$ cat config.mk
export PLATFORM = sky130hd
export DESIGN_NAME = cif_core_irq
export DESIGN_NICKNAME = d
export VERILOG_FILES = /design/src/cif_pkg.sv /design/src/cif_core_irq.sv
export SDC_FILE = /design/constraint.sdc
export NUM_CORES = 1
export LEC_CHECK = 0
export BUFFER_PORTS_ARGS = -buffer_cell sky130_fd_sc_hd__buf_2
export CAP_MARGIN = 20
export CORE_MARGIN = 2
export CORE_UTILIZATION = 45
export CTS_CLUSTER_DIAMETER = 30
export DETAILED_ROUTE_END_ITERATION = 8
export PLACE_DENSITY = 0.79
export SLEW_MARGIN = 0
export SYNTH_ARGS = -nofsm -noshare
export SYNTH_HDL_FRONTEND = slang
export SYNTH_SLANG_ARGS = --single-unit
$ cat constraint.sdc
create_clock -name clk -period 1.6 [get_ports clk]
set_clock_uncertainty 0.05 [all_clocks]
set_input_delay 0.24 -clock clk [delete_from_list [all_inputs] [get_ports clk]]
set_output_delay 0.24 -clock clk [all_outputs]
set_load 0.02 [all_outputs]
$ cat src/cif_pkg.sv
// Constants for the core-level interrupt flag and mask logic.
// Assumes a 16-bit data-space access port in the CPU clock domain.
package cif_pkg;
  // Data-space word width and register offsets.
  localparam int DATA_W = 16;
  localparam int ADDR_W = 16;
  localparam logic [ADDR_W-1:0] LEVEL_MASK_ADDR = 16'h0004;
  localparam logic [ADDR_W-1:0] LEVEL_PENDING_FLAGS_ADDR = 16'h0006;
  // Number of maskable levels and the position of the first level flag.
  localparam int NUM_LEVELS_DEF = 6;
  localparam int LEVEL_FIELD_LSB = 0;
  // Reset values.
  localparam logic [DATA_W-1:0] PENDING_RESET = 16'h0000;
  localparam logic [DATA_W-1:0] READ_IDLE = 16'h0000;
  localparam logic GLOBAL_DISABLE_RESET = 1'b1;
  // Width of the level index carried with an acknowledge.
  localparam int LEVEL_IDX_W = 3;
  // Length of a level request pulse from the expansion controller.
  localparam int REQ_PULSE_CYCLES = 2;
endpackage

$ cat src/cif_core_irq.sv
// Core-level pending flags, level mask and acknowledge selection.
// Assumes synchronous inputs in the CPU clock domain and single-word
// data-space reads and writes presented for one enabled cycle each.
`timescale 1ns/1ps

// Overview of operation
// - Pending-flag register at 0006h, bits 0-5 are levels one to six.
// - A level flag sets only from a forwarded peripheral request.
// - Writing 1 clears a pending flag; writing 0 leaves it alone.
// - Writing back the value just read clears all flags it showed.
// - A hardware acknowledge clears that level's pending flag.
// - Reset clears all six pending flags.
// - Acknowledge touches only the core flag, never peripheral flags.
// - A software-instruction acknowledge leaves the pending flag set.
// - Bits 15-6 of both registers always read as zero.
// - Mask register at 0004h, a 1 unmasks and a 0 masks a level.
// - The mask has no effect on the nonmaskable input or reset.
// - A masked level is never acknowledged by hardware; a software instruction can acknowledge it.
// - Lowest unmasked pending level is acknowledged when not globally disabled and no software instruction is requested.
// - Reset leaves the mask bits unchanged.
// - A level flag means at least one grouped peripheral is pending.
// - Taking an interrupt sets the global disable until software clears it.
module cif_core_irq
  import cif_pkg::*;
#(
  parameter int NUM_LEVELS = NUM_LEVELS_DEF
) (
  // Clock, reset and clock enable.
  input wire logic clk,
  input wire logic rst_n,
  input wire logic clkEn,
  // Data-space register access.
  input wire logic [ADDR_W-1:0] busAddr,
  input wire logic [DATA_W-1:0] busWrData,
  input wire logic busWrEn,
  input wire logic busRdEn,
  output logic [DATA_W-1:0] busRdData,
  // Level requests from the expansion controller.
  input wire logic [NUM_LEVELS-1:0] levelReqN,
  // Nonmaskable request.
  input wire logic nmiReq,
  // Software interrupt instruction and global disable control.
  input wire logic swIrqReq,
  input wire logic [LEVEL_IDX_W-1:0] swIrqLevel,
  input wire logic globalDisableSet,
  input wire logic globalDisableClr,
  // Acknowledge towards the CPU core and the expansion controller.
  output logic ackValid,
  output logic ackSoftware,
  output logic [LEVEL_IDX_W-1:0] ackLevel,
  output logic nmiAck,
  output logic globalIrqDisable
);

  if (NUM_LEVELS < 1 || NUM_LEVELS > DATA_W ||
      NUM_LEVELS > (1 << LEVEL_IDX_W)) begin : g_bad
    $error("NUM_LEVELS out of range");
  end

  logic [NUM_LEVELS-1:0] pending_r;
  logic [NUM_LEVELS-1:0] levelMask_r;
  logic [DATA_W-1:0] rdData_r;
  logic ackValid_r;
  logic ackSoftware_r;
  logic [LEVEL_IDX_W-1:0] ackLevel_r;
  logic nmiAck_r;
  logic globalIrqDisable_r;
  logic [NUM_LEVELS-1:0] reqHit;
  logic [NUM_LEVELS-1:0] wrClr;
  logic [NUM_LEVELS-1:0] hwAckClr;
  logic [NUM_LEVELS-1:0] candidate;
  logic [LEVEL_IDX_W-1:0] hwLevel;
  logic hwTake;
  logic wrFlags;
  logic wrMask;

  function automatic logic [LEVEL_IDX_W-1:0] lowestSet(
    input logic [NUM_LEVELS-1:0] vec
  );
    logic [LEVEL_IDX_W-1:0] idx;
    idx = '0;
    for (int i = NUM_LEVELS - 1; i >= 0; i--) begin
      if (vec[i]) begin
        idx = LEVEL_IDX_W'(i);
      end
    end
    return idx;
  endfunction

  assign wrFlags = busWrEn && (busAddr == LEVEL_PENDING_FLAGS_ADDR);
  assign wrMask = busWrEn && (busAddr == LEVEL_MASK_ADDR);
  assign reqHit = ~levelReqN;
  assign wrClr = wrFlags ?
    busWrData[LEVEL_FIELD_LSB +: NUM_LEVELS] : '0;
  assign candidate = pending_r & levelMask_r;
  assign hwTake = (|candidate) && !globalIrqDisable_r && !swIrqReq;
  assign hwLevel = lowestSet(candidate);

  // Pending flags, one per level; a request wins over any clear.
  for (genvar g = 0; g < NUM_LEVELS; g++) begin : g_flag
    assign hwAckClr[g] = hwTake && (hwLevel == LEVEL_IDX_W'(g));
    always_ff @(posedge clk or negedge rst_n) begin
      if (!rst_n) begin
        pending_r[g] <= PENDING_RESET[LEVEL_FIELD_LSB + g];
      end else if (clkEn) begin
        if (reqHit[g]) begin
          pending_r[g] <= 1'b1;
        end else if (wrClr[g] || hwAckClr[g]) begin
          pending_r[g] <= 1'b0;
        end
      end
    end
  end

  // Level mask has no reset term.
  always_ff @(posedge clk) begin
    if (clkEn && wrMask) begin
      levelMask_r <= busWrData[LEVEL_FIELD_LSB +: NUM_LEVELS];
    end
  end

  // Register read port.
  always_ff @(posedge clk or negedge rst_n) begin
    if (!rst_n) begin
      rdData_r <= READ_IDLE;
    end else if (clkEn) begin
      rdData_r <= READ_IDLE;
      if (busRdEn && busAddr == LEVEL_PENDING_FLAGS_ADDR) begin
        rdData_r[LEVEL_FIELD_LSB +: NUM_LEVELS] <= pending_r;
      end else if (busRdEn && busAddr == LEVEL_MASK_ADDR) begin
        rdData_r[LEVEL_FIELD_LSB +: NUM_LEVELS] <= levelMask_r;
      end
    end
  end

  // Acknowledge selection; software instruction first.
  always_ff @(posedge clk or negedge rst_n) begin
    if (!rst_n) begin
      ackValid_r <= 1'b0;
      ackSoftware_r <= 1'b0;
      ackLevel_r <= '0;
    end else if (clkEn) begin
      ackValid_r <= swIrqReq || hwTake;
      ackSoftware_r <= swIrqReq;
      if (swIrqReq) begin
        ackLevel_r <= swIrqLevel;
      end else if (hwTake) begin
        ackLevel_r <= hwLevel;
      end
    end
  end

  // Nonmaskable path bypasses the mask and the global disable.
  always_ff @(posedge clk or negedge rst_n) begin
    if (!rst_n) begin
      nmiAck_r <= 1'b0;
    end else if (clkEn) begin
      nmiAck_r <= nmiReq;
    end
  end

  // Global disable is set by any taken interrupt.
  always_ff @(posedge clk or negedge rst_n) begin
    if (!rst_n) begin
      globalIrqDisable_r <= GLOBAL_DISABLE_RESET;
    end else if (clkEn) begin
      if (hwTake || swIrqReq || nmiReq || globalDisableSet) begin
        globalIrqDisable_r <= 1'b1;
      end else if (globalDisableClr) begin
        globalIrqDisable_r <= 1'b0;
      end
    end
  end

  assign busRdData = rdData_r;
  assign ackValid = ackValid_r;
  assign ackSoftware = ackSoftware_r;
  assign ackLevel = ackLevel_r;
  assign nmiAck = nmiAck_r;
  assign globalIrqDisable = globalIrqDisable_r;

  // Helper state that only the checks read.
  logic [NUM_LEVELS-1:0] prevMask_r;
  logic [NUM_LEVELS-1:0] prevReq_r;
  logic [NUM_LEVELS-1:0] prevPending_r;
  always_ff @(posedge clk or negedge rst_n) begin
    if (!rst_n) begin
      prevMask_r <= '0;
      prevReq_r <= '0;
      prevPending_r <= '0;
    end else if (clkEn) begin
      prevMask_r <= levelMask_r;
      prevReq_r <= reqHit;
      prevPending_r <= pending_r;
    end
  end
endmodule

==> out/metrics.yaml <==
clk_latency_ps: 320
worstSetupStartpointType: "flip-flop"
fin_crit_sh: 1.003
cts_buffer_depth: 2
syn_inst: 134
setup_viol: 3
viasPerCell: 5.114
yosysSeqAreaShare: 0.4605
root_buffer: "clkbuf_4"
grt_max_degree: 20
avgRoutedWirePerCell_um: 13.55
yosys-top-cells-area: "dfrtp_1 32%, edfxtp_1 13%, buf_4 5.8%"
grt_pass1_wl_mm: 5.161
hp-class: "in2reg"
p_leak_nw: 0.8871
die_y_um: 60.30
maxCapViolCount: 0
dp_cells: 234
dp_hpwl_mm: 2.651
cts_made_buffers: 3
wl_met1_mm: 1.400
status: "complete, but fails checks"
synth-adder-area-share: 0
synth.mux.area_fraction: 0.1035
drc_errors: 0
ys_ff_latch: 25
rsz0062_at_grt: "yes"
antenna_cells: 0
grt_pass1_vias: 1136
arrival_ps: 1770
netlist_area_um2: 1426
fin_ws_ps: -4.467
peakVddDrop_uv: 421.9
worst_setup_hold_path_clk_slew_ps: 140
track_usage: 0.1940
power_w: 0.001198
antenna_found_initial: 0
period_minus_slack_ps: 1604
yosysWarnings: 0
ant_nets: 0
num_vias: 1253
met3WireLength_um: 232
synth_top_area_frac: 0.3158
tritoncts: "yes"
design_area_um2: 1854
gp_congestion: 0.9322
violations: "negative setup slack"
area_growth_pct: 30.00
fin_util: 0.6124
dr.pass1.iters: 4
die_x_um: 60.30
synth-simple-area-share: 0.1237
highest_layer: "met4"
fin_nets: 252
synth_top_family_by_area: "compound AO/OA/AOI/OAI gates"
cts_max_level: 1
die-area_um2: 3636
place_area_um2: 1752
timing_hold_violations_final: 0
power-per-cell-area_nw_per_um2: 645.9
synth-compound-area-share: 0.2061
start_util: 0.4711
fp.coreArea_um2: 3028
final_common_cell: "buf_2"
finalNonFillerCells: 245
synth-xor-area-share: 0
port_buffers: 52
wl_met2_mm: 1.637
io_pins: 73
yosysTopAreaCell: "dfrtp_1"
crit_required_ps: 1760
wl_mm: 3.320
synth_cell_type_count: 40
mostFrequentLayoutCells: "52 x buf_2, 18 x dfrtp_1, 17 x buf_4, 12 x nand2_1, 11 x inv_1"
path_max_fanout: 5
clkSinkCount: 25
slew_violations: 0
num_rows: 20
postSynthAreaPerCell_um2: 10.64
drtIter0Drc: 27
cp-end-kind: "flip-flop"
path_class: "reg2reg"
drive_above_1_share: 0.4279
fmax_mhz: 623.3
overflow: 0
==> Yosys cell counts, drive strengths merged <==
master and count:
a2111oi 1, a21o 2, a21oi 2, a22o 1, a22oi 3, a31o 4, a31oi 2, a32o 1
a32oi 2, and2 1, and3 2, and4 1, and4b 1, buf 15, clkbuf 1, conb 1
dfrtp 18, dfstp 1, edfxtp 6, inv 11, mux2 5, mux2i 8, nand2 12, nand3 6
nand3b 1, nand4b 1, nor2 3, nor3 2, nor4 2, nor4b 1, o21ai 6, o22ai 6
o31ai 5
==> kinds of logic after synthesis <==
family | after synthesis
AO/OA/AOI/OAI | 35
buffers and inverters | 27
flip-flops | 25
multiplexers | 13
other | 1
AND/OR/NAND/NOR | 33
==> routing by layer <==
| layer | vias to the layer above | global-route usage |
|---|---|---|
| met5 | - | 0 |
| met4 | 0 | 0.08571 |
| met3 | 4 | 0.01948 |
| met2 | 61 | 0.3261 |
| met1 | 584 | 0.2524 |
| li1 | 604 | - |
==> worst max-delay path, stage by stage, from the launching register on <==
cell and delay (ps):
edfxtp_1 520, a22oi_2 240, a31oi_2 140, o21ai_4 230
mux2_4 320
==> report_power, final <==
group	switching [W]	internal [W]	leakage, nW
Combinational	0.000128	0.000100	0.595
Clock	0.000186	0.0000935	0.0177
Sequential	0.0000138	0.000676	0.274
==> final timing paths <==
kind                                           from  slack, ps                            to  depth (start not counted)
setup / recovery           levelMask_r[1]$_DFFE_PP_         -4       ackLevel[2]$_DFFE_PN0P_                          4
hold / removal                         busWrData[1]         50      levelMask_r[1]$_DFFE_PP_                          1
setup reg to reg           levelMask_r[1]$_DFFE_PP_         -4       ackLevel[2]$_DFFE_PN0P_                          4
hold reg to reg             ackSoftware$_DFFE_PN0P_        450       ackSoftware$_DFFE_PN0P_                          1
max in group asynchronous                     rst_n        840  globalIrqDisable$_DFFE_PN1P_                          2
min in group asynchronous                     rst_n        320      busRdData[0]$_DFFE_PN0P_                          2
==> state kept, by name, indices dropped and copies added (netlist names) <==
register          count
pending_r             6
ackLevel              3
ackSoftware           1
levelMask_r           6
nmiAck                1
globalIrqDisable      1
ackValid              1
busRdData             6
==> per-stage QoR <==
stage | hold slack [ps] | setup WS [ps] | setup TNS (ps)
floorplan | -105.6 | 104.8 | 0
global placement | 144.9 | 43.06 | 0
detailed placement | 156.8 | -32.48 | -194.0
CTS | 43.51 | 0.5499 | 0
global route | 35.89 | -85.50 | -386.2
finish | 52.43 | -4.467 | -6.163
==> cell type report <==
cell class | count | area [µm²]
Inverter | 11 | 41.29
Fill cell | 259 | 1174
Timing Repair Buffer | 70 | 397.9
Clock buffer | 3 | 22.52
Multi-Input combinational cell | 91 | 675.6
Sequential cell | 25 | 656.9
Tap cell | 44 | 55.05
Clock inverter | 1 | 5.005
==> what timing repair did <==
| item | CTS | global route |
|---|---|---|
| gates resized for setup | 0 | 2 |
| hold buffers | 1 | 0 |
| setup endpoints to repair | 0 | 5 |
| endpoints found under the hold margin | 18 | 0 |
| setup buffers | 0 | 6 |
Note: power is estimated with default switching activity, not from simulation.
